--- src/shared/tsoc_pkg.sv ---
package tsoc_pkg;

  // Register byte offsets
  localparam logic [7:0] CTRL_OFS = 8'h00;
  localparam logic [7:0] STATUS_OFS = 8'h04;
  localparam logic [7:0] IRQ_STAT_OFS = 8'h08;
  localparam logic [7:0] IRQ_CLR_OFS = 8'h0c;
  localparam logic [7:0] IRQ_EN_OFS = 8'h10;

  // Control register fields
  localparam int CTRL_EN_BIT = 0;
  localparam int CTRL_CHAIN_MASTER_BIT = 1;
  localparam int CTRL_DIVERSITY_BIT = 2;
  localparam int CTRL_APPEND_BIT = 3;
  localparam int CTRL_DIV_LSB = 4;
  localparam int DIV_W = 4;
  localparam int CTRL_W = 8;
  localparam logic [CTRL_W-1:0] CTRL_RST = 8'h00;

  // Status register fields
  localparam int STAT_STATE_LSB = 0;
  localparam int STAT_LOADED_BIT = 4;
  localparam int STAT_OWN_BIT = 5;
  localparam int STAT_BUS_MASTER_BIT = 6;
  localparam int STAT_APPEND_PEND_BIT = 7;

  // Interrupt event bits
  localparam int IRQ_LOADED_BIT = 0;
  localparam int IRQ_DONE_BIT = 1;
  localparam int IRQ_OVERRUN_BIT = 2;
  localparam int N_IRQ = 3;
  localparam logic [N_IRQ-1:0] IRQ_RST = 3'h0;

  // Data-valid pulse lengths in processing clocks
  localparam logic [2:0] DV_CYC_SINGLE = 3'h2;
  localparam logic [2:0] DV_CYC_DIVERSITY = 3'h4;

  // Words per frame share
  localparam int WORDS_SINGLE = 2;
  localparam int WORDS_DIVERSITY = 4;
  localparam int WORDS_MAX = 5;

  typedef enum logic [1:0] {
    ST_IDLE = 2'b00,
    ST_SYNC = 2'b01,
    ST_ARMED = 2'b10,
    ST_SHIFT = 2'b11
  } tsoc_state_t;

endpackage

--- src/verilog/tsoc_chain.sv ---
// Functional notes
// - The chain master, or a slave started by the outside frame start strobe, drives the shared data line first in a frame.
// - A chain master holding loaded output words raises frame start to announce the data.
// - After frame start the chain master drives the data line and shifts its words bit by bit.
// - The chain master raises frame end together with its final bit.
// - A chained slave that sees the upstream frame end takes the line on the next serial cycle.
// - Each slave raises its own frame end with its last bit so the next device can follow.
// - After the last frame end the frame is complete and no more bits are driven.
// - Data valid pulses high for two or four processing clocks when a new sample is ready.
// - As bus master the serial clock is the clock divided by two times the 4-bit word, zero halving it.
// - The bus-master select pin decides who makes the serial clock; otherwise the word is ignored.
// - Pending register read data is appended to the frame whatever the append select says.
`timescale 1ns/1ps
`default_nettype none
module tsoc_chain #(
  parameter int WORD_W = 16
) (
  input wire logic i_clk,
  input wire logic i_sys_rst,
  input wire logic i_psel,
  input wire logic i_penable,
  input wire logic i_pwrite,
  input wire logic [7:0] i_paddr,
  input wire logic [31:0] i_pwdata,
  output logic [31:0] o_prdata,
  output logic o_pready,
  output logic o_pslverr,
  input wire logic [4*WORD_W-1:0] i_sample_data,
  input wire logic i_sample_valid,
  input wire logic [WORD_W-1:0] i_ctrl_read_data,
  input wire logic i_ctrl_read_valid,
  input wire logic i_bus_master_select,
  input wire logic i_serial_clock,
  input wire logic i_frame_start_strobe,
  input wire logic i_upstream_frame_end_strobe,
  output logic o_serial_clock,
  output logic o_serial_clock_oe,
  output logic o_frame_start_strobe,
  output logic o_frame_end_strobe,
  output logic o_serial_data_out_line,
  output logic o_serial_data_out_line_oe,
  output logic o_output_data_valid,
  output logic o_irq
);

  localparam int SH_W = tsoc_pkg::WORDS_MAX * WORD_W;
  localparam int CNT_W = $clog2(SH_W + 1);

  logic [tsoc_pkg::CTRL_W-1:0] ctrl_reg;
  logic [tsoc_pkg::N_IRQ-1:0] irq_stat_reg;
  logic [tsoc_pkg::N_IRQ-1:0] irq_en_reg;
  logic [tsoc_pkg::N_IRQ-1:0] irq_ev;
  logic [tsoc_pkg::N_IRQ-1:0] irq_clr;
  tsoc_pkg::tsoc_state_t state_reg;
  logic [SH_W-1:0] sh_reg;
  logic [SH_W-1:0] sh_next;
  logic [CNT_W-1:0] total_reg;
  logic [CNT_W-1:0] total_next;
  logic [CNT_W-1:0] bitcnt_reg;
  logic loaded_reg;
  logic start_pend_reg;
  logic app_pend_reg;
  logic [WORD_W-1:0] app_data_reg;
  logic [2:0] dv_cnt_reg;
  logic [2:0] bm_sync_reg;
  logic [1:0] fs_sync_reg;
  logic [1:0] fe_sync_reg;
  logic tick_rise;
  logic tick_fall;
  logic sclk;
  logic ctl_en;
  logic ctl_master;
  logic ctl_div_mode;
  logic ctl_append;
  logic load;
  logic take_app;
  logic frame_done;
  logic access;
  logic wr;
  logic rd;
  logic addr_ok;
  logic [31:0] rd_mux;

  assign ctl_en = ctrl_reg[tsoc_pkg::CTRL_EN_BIT];
  assign ctl_master = ctrl_reg[tsoc_pkg::CTRL_CHAIN_MASTER_BIT];
  assign ctl_div_mode = ctrl_reg[tsoc_pkg::CTRL_DIVERSITY_BIT];
  assign ctl_append = ctrl_reg[tsoc_pkg::CTRL_APPEND_BIT];

  // Pins from outside are synchronised before any logic looks at them
  always_ff @(posedge i_clk) begin
    if (i_sys_rst) begin
      bm_sync_reg <= 3'h0;
      fs_sync_reg <= 2'h0;
      fe_sync_reg <= 2'h0;
    end else begin
      bm_sync_reg <= {bm_sync_reg[1:0], i_bus_master_select};
      fs_sync_reg <= {fs_sync_reg[0], i_frame_start_strobe};
      fe_sync_reg <= {fe_sync_reg[0], i_upstream_frame_end_strobe};
    end
  end

  tsoc_sclk_gen #(
    .DIV_W(tsoc_pkg::DIV_W)
  ) u_sclk_gen (
    .i_clk(i_clk),
    .i_sys_rst(i_sys_rst),
    .i_gen_en(bm_sync_reg[1]),
    .i_div(ctrl_reg[tsoc_pkg::CTRL_DIV_LSB +: tsoc_pkg::DIV_W]),
    .i_ext_sclk(i_serial_clock),
    .o_sclk(sclk),
    .o_tick_rise(tick_rise),
    .o_tick_fall(tick_fall)
  );

  // Serial clock driven only when this device is the bus master
  always_ff @(posedge i_clk) begin
    if (i_sys_rst) begin
      o_serial_clock <= 1'b0;
      o_serial_clock_oe <= 1'b0;
    end else begin
      o_serial_clock <= sclk;
      o_serial_clock_oe <= bm_sync_reg[2];
    end
  end

  // New samples are only taken while the shifter is empty
  assign load = i_sample_valid & ctl_en & ~loaded_reg;
  assign take_app = ctl_append | app_pend_reg;

  always_comb begin
    sh_next = '0;
    total_next = '0;
    if (ctl_div_mode) begin
      sh_next[SH_W-1 -: 4*WORD_W] = i_sample_data;
      sh_next[WORD_W-1:0] = app_data_reg;
      total_next = CNT_W'(tsoc_pkg::WORDS_DIVERSITY * WORD_W);
    end else begin
      sh_next[SH_W-1 -: 2*WORD_W] = i_sample_data[2*WORD_W-1:0];
      sh_next[SH_W-2*WORD_W-1 -: WORD_W] = app_data_reg;
      total_next = CNT_W'(tsoc_pkg::WORDS_SINGLE * WORD_W);
    end
    if (take_app) begin
      total_next = total_next + CNT_W'(WORD_W);
    end
  end

  // Register read data waits here for the next frame; a new read wins
  always_ff @(posedge i_clk) begin
    if (i_sys_rst) begin
      app_pend_reg <= 1'b0;
      app_data_reg <= '0;
    end else if (i_ctrl_read_valid) begin
      app_pend_reg <= 1'b1;
      app_data_reg <= i_ctrl_read_data;
    end else if (load) begin
      app_pend_reg <= 1'b0;
    end
  end

  // Data valid pulse length follows the channel mode
  always_ff @(posedge i_clk) begin
    if (i_sys_rst) begin
      dv_cnt_reg <= 3'h0;
      o_output_data_valid <= 1'b0;
    end else if (load) begin
      dv_cnt_reg <= ctl_div_mode ? tsoc_pkg::DV_CYC_DIVERSITY - 3'h1
                                 : tsoc_pkg::DV_CYC_SINGLE - 3'h1;
      o_output_data_valid <= 1'b1;
    end else if (dv_cnt_reg != 3'h0) begin
      dv_cnt_reg <= dv_cnt_reg - 3'h1;
    end else begin
      o_output_data_valid <= 1'b0;
    end
  end

  assign frame_done = (state_reg == tsoc_pkg::ST_SHIFT) && tick_rise && (bitcnt_reg == total_reg);

  // Frame sequencer; the line changes only on serial clock rising ticks
  always_ff @(posedge i_clk) begin
    if (i_sys_rst) begin
      state_reg <= tsoc_pkg::ST_IDLE;
      sh_reg <= '0;
      total_reg <= '0;
      bitcnt_reg <= '0;
      loaded_reg <= 1'b0;
      start_pend_reg <= 1'b0;
      o_frame_start_strobe <= 1'b0;
      o_frame_end_strobe <= 1'b0;
      o_serial_data_out_line <= 1'b0;
      o_serial_data_out_line_oe <= 1'b0;
    end else begin
      if (load) begin
        sh_reg <= sh_next;
        total_reg <= total_next;
        loaded_reg <= 1'b1;
      end
      case (state_reg)
        tsoc_pkg::ST_IDLE: begin
          o_serial_data_out_line_oe <= 1'b0;
          start_pend_reg <= 1'b0;
          if (loaded_reg && ctl_en) begin
            if (ctl_master) begin
              if (tick_rise) begin
                o_frame_start_strobe <= 1'b1;
                state_reg <= tsoc_pkg::ST_SYNC;
              end
            end else begin
              state_reg <= tsoc_pkg::ST_ARMED;
            end
          end
        end
        tsoc_pkg::ST_SYNC: begin
          if (tick_rise) begin
            o_frame_start_strobe <= 1'b0;
            o_serial_data_out_line_oe <= 1'b1;
            o_serial_data_out_line <= sh_reg[SH_W-1];
            sh_reg <= {sh_reg[SH_W-2:0], 1'b0};
            bitcnt_reg <= CNT_W'(1);
            state_reg <= tsoc_pkg::ST_SHIFT;
          end
        end
        tsoc_pkg::ST_ARMED: begin
          // Upstream end or outside framing is caught mid-bit
          if (tick_fall && (fe_sync_reg[1] || fs_sync_reg[1])) begin
            start_pend_reg <= 1'b1;
          end
          if (!ctl_en || ctl_master) begin
            state_reg <= tsoc_pkg::ST_IDLE;
          end else if (tick_rise && start_pend_reg) begin
            start_pend_reg <= 1'b0;
            o_serial_data_out_line_oe <= 1'b1;
            o_serial_data_out_line <= sh_reg[SH_W-1];
            sh_reg <= {sh_reg[SH_W-2:0], 1'b0};
            bitcnt_reg <= CNT_W'(1);
            state_reg <= tsoc_pkg::ST_SHIFT;
          end
        end
        tsoc_pkg::ST_SHIFT: begin
          if (tick_rise) begin
            if (bitcnt_reg == total_reg) begin
              // Share finished: release the line
              o_serial_data_out_line_oe <= 1'b0;
              o_serial_data_out_line <= 1'b0;
              o_frame_end_strobe <= 1'b0;
              loaded_reg <= 1'b0;
              state_reg <= tsoc_pkg::ST_IDLE;
            end else begin
              o_serial_data_out_line <= sh_reg[SH_W-1];
              sh_reg <= {sh_reg[SH_W-2:0], 1'b0};
              bitcnt_reg <= bitcnt_reg + CNT_W'(1);
              o_frame_end_strobe <= (bitcnt_reg + CNT_W'(1) == total_reg);
            end
          end
        end
        default: begin
          state_reg <= tsoc_pkg::ST_IDLE;
        end
      endcase
    end
  end

  // Interrupt events; set beats a clear in the same cycle
  assign irq_ev[tsoc_pkg::IRQ_LOADED_BIT] = load;
  assign irq_ev[tsoc_pkg::IRQ_DONE_BIT] = frame_done;
  assign irq_ev[tsoc_pkg::IRQ_OVERRUN_BIT] = i_sample_valid & ctl_en & loaded_reg;

  assign access = i_psel & i_penable & ~o_pready;
  assign wr = access & i_pwrite;
  assign rd = access & ~i_pwrite;
  assign addr_ok = (i_paddr == tsoc_pkg::CTRL_OFS) || (i_paddr == tsoc_pkg::STATUS_OFS) ||
                   (i_paddr == tsoc_pkg::IRQ_STAT_OFS) || (i_paddr == tsoc_pkg::IRQ_CLR_OFS) ||
                   (i_paddr == tsoc_pkg::IRQ_EN_OFS);
  assign irq_clr = (wr && i_paddr == tsoc_pkg::IRQ_CLR_OFS) ? i_pwdata[tsoc_pkg::N_IRQ-1:0] : '0;

  always_ff @(posedge i_clk) begin
    if (i_sys_rst) begin
      irq_stat_reg <= tsoc_pkg::IRQ_RST;
      o_irq <= 1'b0;
    end else begin
      irq_stat_reg <= (irq_stat_reg & ~irq_clr) | irq_ev;
      o_irq <= |(irq_stat_reg & irq_en_reg);
    end
  end

  always_ff @(posedge i_clk) begin
    if (i_sys_rst) begin
      ctrl_reg <= tsoc_pkg::CTRL_RST;
      irq_en_reg <= tsoc_pkg::IRQ_RST;
    end else if (wr) begin
      if (i_paddr == tsoc_pkg::CTRL_OFS) begin
        ctrl_reg <= i_pwdata[tsoc_pkg::CTRL_W-1:0];
      end
      if (i_paddr == tsoc_pkg::IRQ_EN_OFS) begin
        irq_en_reg <= i_pwdata[tsoc_pkg::N_IRQ-1:0];
      end
    end
  end

  always_comb begin
    rd_mux = 32'h0;
    case (i_paddr)
      tsoc_pkg::CTRL_OFS: rd_mux[tsoc_pkg::CTRL_W-1:0] = ctrl_reg;
      tsoc_pkg::STATUS_OFS: begin
        rd_mux[tsoc_pkg::STAT_STATE_LSB +: 2] = state_reg;
        rd_mux[tsoc_pkg::STAT_LOADED_BIT] = loaded_reg;
        rd_mux[tsoc_pkg::STAT_OWN_BIT] = o_serial_data_out_line_oe;
        rd_mux[tsoc_pkg::STAT_BUS_MASTER_BIT] = bm_sync_reg[1];
        rd_mux[tsoc_pkg::STAT_APPEND_PEND_BIT] = app_pend_reg;
      end
      tsoc_pkg::IRQ_STAT_OFS: rd_mux[tsoc_pkg::N_IRQ-1:0] = irq_stat_reg;
      tsoc_pkg::IRQ_EN_OFS: rd_mux[tsoc_pkg::N_IRQ-1:0] = irq_en_reg;
      default: rd_mux = 32'h0;
    endcase
  end

  // One wait state keeps pready and prdata straight from flops
  always_ff @(posedge i_clk) begin
    if (i_sys_rst) begin
      o_pready <= 1'b0;
      o_pslverr <= 1'b0;
      o_prdata <= 32'h0;
    end else begin
      o_pready <= access;
      o_pslverr <= access & ~addr_ok;
      o_prdata <= rd ? rd_mux : 32'h0;
    end
  end

endmodule
`default_nettype wire

--- src/verilog/tsoc_sclk_gen.sv ---
`timescale 1ns/1ps
`default_nettype none
module tsoc_sclk_gen #(
  parameter int DIV_W = 4
) (
  input wire logic i_clk,
  input wire logic i_sys_rst,
  input wire logic i_gen_en,
  input wire logic [DIV_W-1:0] i_div,
  input wire logic i_ext_sclk,
  output logic o_sclk,
  output logic o_tick_rise,
  output logic o_tick_fall
);

  logic ext_meta_reg;
  logic ext_sync_reg;
  logic ext_prev_reg;
  logic [DIV_W-1:0] cnt_reg;
  logic [DIV_W-1:0] half;

  // Zero gives half the clock, otherwise clock over twice the word
  assign half = (i_div == '0) ? DIV_W'(1) : i_div;

  always_ff @(posedge i_clk) begin
    if (i_sys_rst) begin
      ext_meta_reg <= 1'b0;
      ext_sync_reg <= 1'b0;
      ext_prev_reg <= 1'b0;
    end else begin
      ext_meta_reg <= i_ext_sclk;
      ext_sync_reg <= ext_meta_reg;
      ext_prev_reg <= ext_sync_reg;
    end
  end

  always_ff @(posedge i_clk) begin
    if (i_sys_rst) begin
      cnt_reg <= '0;
      o_sclk <= 1'b0;
      o_tick_rise <= 1'b0;
      o_tick_fall <= 1'b0;
    end else if (i_gen_en) begin
      if (cnt_reg >= half - DIV_W'(1)) begin
        cnt_reg <= '0;
        o_sclk <= ~o_sclk;
        o_tick_rise <= ~o_sclk;
        o_tick_fall <= o_sclk;
      end else begin
        cnt_reg <= cnt_reg + DIV_W'(1);
        o_tick_rise <= 1'b0;
        o_tick_fall <= 1'b0;
      end
    end else begin
      // Divider word ignored, edges come from the outside clock
      cnt_reg <= '0;
      o_sclk <= 1'b0;
      o_tick_rise <= ext_sync_reg & ~ext_prev_reg;
      o_tick_fall <= ~ext_sync_reg & ext_prev_reg;
    end
  end

endmodule
`default_nettype wire
--- config.mk ---
export PLATFORM = sky130hd
export DESIGN_NAME = tsoc_chain
export DESIGN_NICKNAME = d
export VERILOG_FILES = /design/src/shared/tsoc_pkg.sv /design/src/verilog/tsoc_chain.sv /design/src/verilog/tsoc_sclk_gen.sv
export SDC_FILE = /design/constraint.sdc
export NUM_CORES = 1
export LEC_CHECK = 0
export BUFFER_PORTS_ARGS = -buffer_cell sky130_fd_sc_hd__buf_4
export CORE_MARGIN = 2
export CORE_UTILIZATION = 35
export DETAILED_ROUTE_END_ITERATION = 12
export GPL_ROUTABILITY_DRIVEN = 0
export GPL_TIMING_DRIVEN = 0
export SYNTH_ARGS = -nofsm -noshare
export SYNTH_HDL_FRONTEND = slang
export SYNTH_SLANG_ARGS = --single-unit
--- constraint.sdc ---
create_clock -name i_clk -period 3.95 [get_ports i_clk]
set_clock_uncertainty 0.1 [all_clocks]
set_input_delay 0.1975 -clock i_clk [delete_from_list [all_inputs] [get_ports i_clk]]
set_output_delay 0.1975 -clock i_clk [all_outputs]
set_load 0.005 [all_outputs]
Word-level counts from Yosys, hierarchy flattened --
Cells that the tools add are included.
Operators by class: $add $sub $neg 5, $lt $le $gt $ge 1, equal/unequal tests 21, muxes and demuxes 67, bitwise gates (word level) 25, reduce and logical (&&, ||, !) cells 35
Operator list (number):
- 2-to-1 mux 80 bit | 6
- one-hot mux 80 bit (3 select lines) | 1
- 2-to-1 mux 7 bit | 7
- 2-to-1 mux 48 bit | 1
- 2-to-1 mux 32 bit | 1
- 2-to-1 mux 1 bit | 29
- one-hot mux 7 bit (3 select lines) | 1
- 2-to-1 mux 2 bit | 9
- == test 8 x 4 -> 1 bit, second input constant | 2
- one-hot mux 2 bit (4 select lines) | 2
- AND reduction 5 bit | 3
- == test 7 bit | 2
- inequality test 2 bit, second input constant | 6
- AND reduction 6 bit | 2
- AND 1 bit | 10
- inverter 1 bit | 10
- 2-to-1 mux 3 bit | 3
- OR reduction 3 bit | 3
- == test 8 x 3 -> 1 bit, second input constant | 1
- == test 8 x 5 -> 1 bit, second input constant | 1
- zero test 8 bit | 1
- inequality test 2 x 1 -> 1 bit, second input constant | 4
- one-hot mux 4 bit (2 select lines) | 1
- nonzero test 2 bit | 4
- 26 further kinds | 44
Storage, ports and cells: bits in registers 191, input port bits 131, output and inout port bits 42, logic and storage cells 189

Longest topological paths before layout --
word-level depth 8, gate-level depth with buffers 11, mapped depth without buffers 8

Modules after synthesis --
From an unflattened synthesis, not the netlist that was laid out.
Unflattened totals: cell total of the unflattened synthesis 857, area total of the unflattened synthesis 8418.1 µm²
Modules (own cells, without submodules):
- tsoc_chain | instances 1, cells an instance 799, area each 7866.3 µm², sequential area each 3062.9 µm²
- tsoc_sclk_gen | instances 1, cells an instance 58, area each 551.8 µm², sequential area each 200.2 µm²

Worst setup path before layout --
OpenSTA, ideal clock, no wires.
kind reg-to-reg, start point register bitcnt_reg[0], end point register sh_reg[56], setup time 117 ps, arrival 2428 ps, required time 3733 ps, path slack 1305 ps, stages on the path, launching flop included 12, buffers on the path 4, cell sequence dfxtp_1 -> clkbuf_1 -> inv_1 -> ha_1 -> or3b_1 -> or4_1 -> buf_2 -> a221oi_2 -> nor4b_2 -> buf_6 -> buf_6 -> o2bb2ai_2
On the way: word-level cells in the longest chain between the ends 4
Ends and longest elaborated chain:
- start, declared | line tsoc_chain.sv:59 | logic [CNT_W-1:0] bitcnt_reg;
- start signal, assigned | line tsoc_chain.sv:250 | bitcnt_reg <= bitcnt_reg + CNT_W'(1);
- == test 7 bit | line tsoc_chain.sv:240 | if (bitcnt_reg == total_reg) begin
- 2-to-1 mux 80 bit | line tsoc_chain.sv:240
- 2-to-1 mux 80 bit | line tsoc_chain.sv:239 | if (tick_rise) begin
- one-hot mux 80 bit (3 select lines) | line tsoc_chain.sv:197 | case (state_reg)
- end signal, assigned | line tsoc_chain.sv:193 | sh_reg <= sh_next;
- end signal, assigned | line tsoc_chain.sv:233 | sh_reg <= {sh_reg[SH_W-2:0], 1'b0};
- end signal, assigned | line tsoc_chain.sv:249 | sh_reg <= {sh_reg[SH_W-2:0], 1'b0};
- end, declared | line tsoc_chain.sv:55 | logic [SH_W-1:0] sh_reg;
Every way passes these cells. A chain may end at the register's enable or synchronous reset.

Final worst setup path --
start point register bitcnt_reg[0], end point register sh_reg[47]
Same word-level chain as after synthesis.

==> results.md <==
* Clock transition at path regs at 0.07 ns
* Yosys warnings at 0
* Max-cap violations at 0
* Die width at between 150 and 200 um
* Largest area contributor in the netlist: dfxtp_1
* Part of the Yosys area used for sequential elements at 41.49%
* Status: finished clean
* Final Cycle Share at 76.68%
* Hold Path Sink: o_pslverr
* Post-synth EDFFs at 0
* Setup slack, reg-to-reg at 0.92 ns
* DR vias/cell at 5.005
* Final core utilization at 46.36%
* Sequence of cells on the critical path: clkbuf_1 > inv_1 > ha_1 > or3b_1 > or4_1 > buf_2 > a221oi_2 > nor4b_2 > clkbuf_1 > o2bb2ai_1
* Distinct cells, synth at 56
* Minimum clock period at ~3.0 ns
* Iter 0 DRT Violations at 495
* Synth-to-layout area growth at 29.43%
* R2R depth at 10
* R2r endpoint: sh_reg[47]
* First-pass GRT wire length at 33.24 mm
* Worst-case clock buffer depth at 2
* Setup CP Type: flip-flop to flip-flop
* Cells after Synth at 840
* TritonCTS clock tree: built
* Worst Path Required at 4.21 ns
* Commonest cells after routing, fill and taps aside: dfxtp_1 (163), buf_4 (145), nor2_1 (108)
* Largest net degree at the start of global routing at 17
* Hold Crit Depth at 3
* Layout cells sized above 1 at 22.42%
* Port Buffer Count at 121
* H-tree levels at 4
* I/O Pins at between 150 and 200
* DRT Wirelength at 20.79 mm
* Nets at between 1000 and 1500
* CP Depth at 10
* Worst skew pair latency at 0.43 ns
* Largest stage delay, worst path at 0.74 ns
* Synth Cell Area at 7865 um^2
* Worst Tran Pin Value at 1.074 ns
* Rel. slew slack at 27.72%
* Worst VDD drop at 0.2841 mV
* Starting Density at 35.82%
* Gr usage total at 17.54%
* GRT overflow at 0
* Setup TNS at 0 ns
* Commonest non-fill, non-tap cell in the layout: dfxtp_1
* Hold Path Origin: i_paddr[0]
* Static Leak at between 4 and 5 nW
* Max reg flops at 80
* Clk sinks at 163
* Endpoints failing setup at 0
* Drt drc at 0
* Final Instance Area at 10180 um^2
* Cell Pwr Density at 384.9 nW/um^2
* Antenna-violating nets left at 0
* Final Hold Viols at 0
* Synthesized flop and latch total at 163
* Die height at around 150 um
* Max Slew Vio Count at 0
* Critical Path End Type: flip-flop
* Critical-path maximum fanout at 10
* Vias in the first global route at about 6400
* Pre-antenna DRT Iters at 6
* FP Rows at 54
* CTS Root Cell: clkbuf_16
* DP Wirelength at 15.70 mm
* Class of the worst hold path: input port to flip-flop
* RSZ-0062 raised after global routing: false
* Synth top area cells: dfxtp_1 (41%), mux2i_1 (10%), a21oi_1 (6.4%)
* Reg area at 3263 um^2
* Cell family with most CP delay: buffers and inverters
* Achievable Freq at 330.2 MHz
* Post-CTS Setup Bufs at 0
* Initial antenna violation count at 0
* Via Count at 6651
* Bufs and invs on worst path at 4
* CP Data Arrival Time at ~3.3 ns
* CP most frequent cell: clkbuf_1
* Reg-to-Reg Start: bitcnt_reg[0]
* Core footprint at 21960 um^2
* Ys async rst share at 0%
* Routed length per instance at 15.65 um
* Synth top area share at between 40 and 50%
* Number of buffers created by CTS at 17
* Placed instance area at 9210 um^2
* Top FF cell, synth: dfxtp_1
* Worst setup SP type: flip-flop
* Fillers at between 2000 and 2500
* Multi-input logic area at slightly above 4000 um^2
* Critical Path Slowest Stage Cell: nor4b_2
* Syn_area_per_cell at around 9.4 um^2
* Die area at 23690 um^2
==> logic make-up after synthesis <==
logic type               count (synthesis)  share of synthesized area, %
AO/OA/AOI/OAI                          237                         23.27
XOR/XNOR                                 9                         1.002
adder cells (fa/ha/maj)                 13                         2.068
buffers and inverters                  103                         7.286
flip-flops                             163                         41.49
multiplexers                            80                         10.18
other                                    1                       0.04768
AND/OR/NAND/NOR                        234                         14.65
==> how the worst max path moves through the flow <==
stage | startpoint | end | slack [ns]
2_1_floorplan | bitcnt_reg[0] | sh_reg[56] | 1.30
3_3_place_gp | bitcnt_reg[0] | sh_reg[5] | 0.96
3_5_place_dp | bitcnt_reg[0] | sh_reg[47] | 0.98
4_1_cts | bitcnt_reg[0] | sh_reg[8] | 0.93
5_1_grt | bitcnt_reg[0] | sh_reg[46] | 0.73
6_report | bitcnt_reg[0] | sh_reg[47] | 0.92
==> report_power, final <==
| group | leakage, nW | internal [mW] | switching [mW] |
|---|---|---|---|
| sequential | 1.32 | 1.68 | 0.0278 |
| clock | 0.308 | 1.09 | 0.714 |
| combinational | 2.46 | 0.208 | 0.201 |
| total | 4.08 | 2.97 | 0.943 |
==> layer usage <==
metal	vias up	GRT usage, %	wire length (um)
met2	158	27.76	9520
met1	3078	24.23	10070
li1	3387	-	-
met5	-	0	0
met4	0	5.518	390
met3	28	3.354	813
==> cell type report <==
class,instances,share of cell area [%]
Clock inverter,13,1.942
Multi-Input combinational cell,597,40.43
Antenna cell,1,0.02458
Tap cell,280,3.441
Buffer,91,5.187
Inverter,12,0.4425
Sequential cell,163,32.05
Clock buffer,18,4.314
Timing Repair Buffer,154,12.17
==> worst reg2reg max path: cells and delay by family, from the launching register on <==
kind                       cells  cell delay (ns)
buffers and inverters          4             1.05
and+or+nand+nor                3             0.98
DFF                            1             0.36
AOI/OAI and AO/OA              2             0.29
adders and majority gates      1             0.19
==> what timing repair did <==
action | in CTS | in global routing
hold endpoints to repair | 36 | 0
resized for setup | 0 | 0
endpoints found under the setup margin | 0 | 0
hold buffers | 33 | 0
==> cells in the mapped netlist, types with 3 or more instances <==
cell type  instances
buf_1              8
o2bb2ai_1         46
ha_1              13
a211oi_1           4
nor2_1           108
nor4b_1            3
nand2_1           25
dfxtp_1          163
mux2i_1           80
o211ai_1           4
nor2b_1           14
o21ai_0           10
or3_1              6
nor3_1            11
inv_1             12
o31ai_1            6
buf_4             24
xor2_1             7
a22oi_1            6
clkbuf_1          42
nand2b_1           3
o2bb2ai_2         33
or4_1              3
and3_1            36
buf_2              5
a21oi_1          101
buf_6             12
a222oi_1           4
a31oi_1            6
nand3_1            6
==> per-stage QoR <==
step                      hold WS (ns)  power [mW]  instances  setup WS (ns)
after floorplan                 0.2063       1.968        863          1.305
after global placement          0.3190       2.122       1264         0.9556
after detailed placement        0.3147       2.125       1264         0.9835
after CTS                      0.01042       3.954       1328         0.9326
after global routing           0.06585       4.069       1328         0.7272
final                          0.02142       3.918       1329         0.9212
No activity file was read; power rests on OpenSTA's default activity.
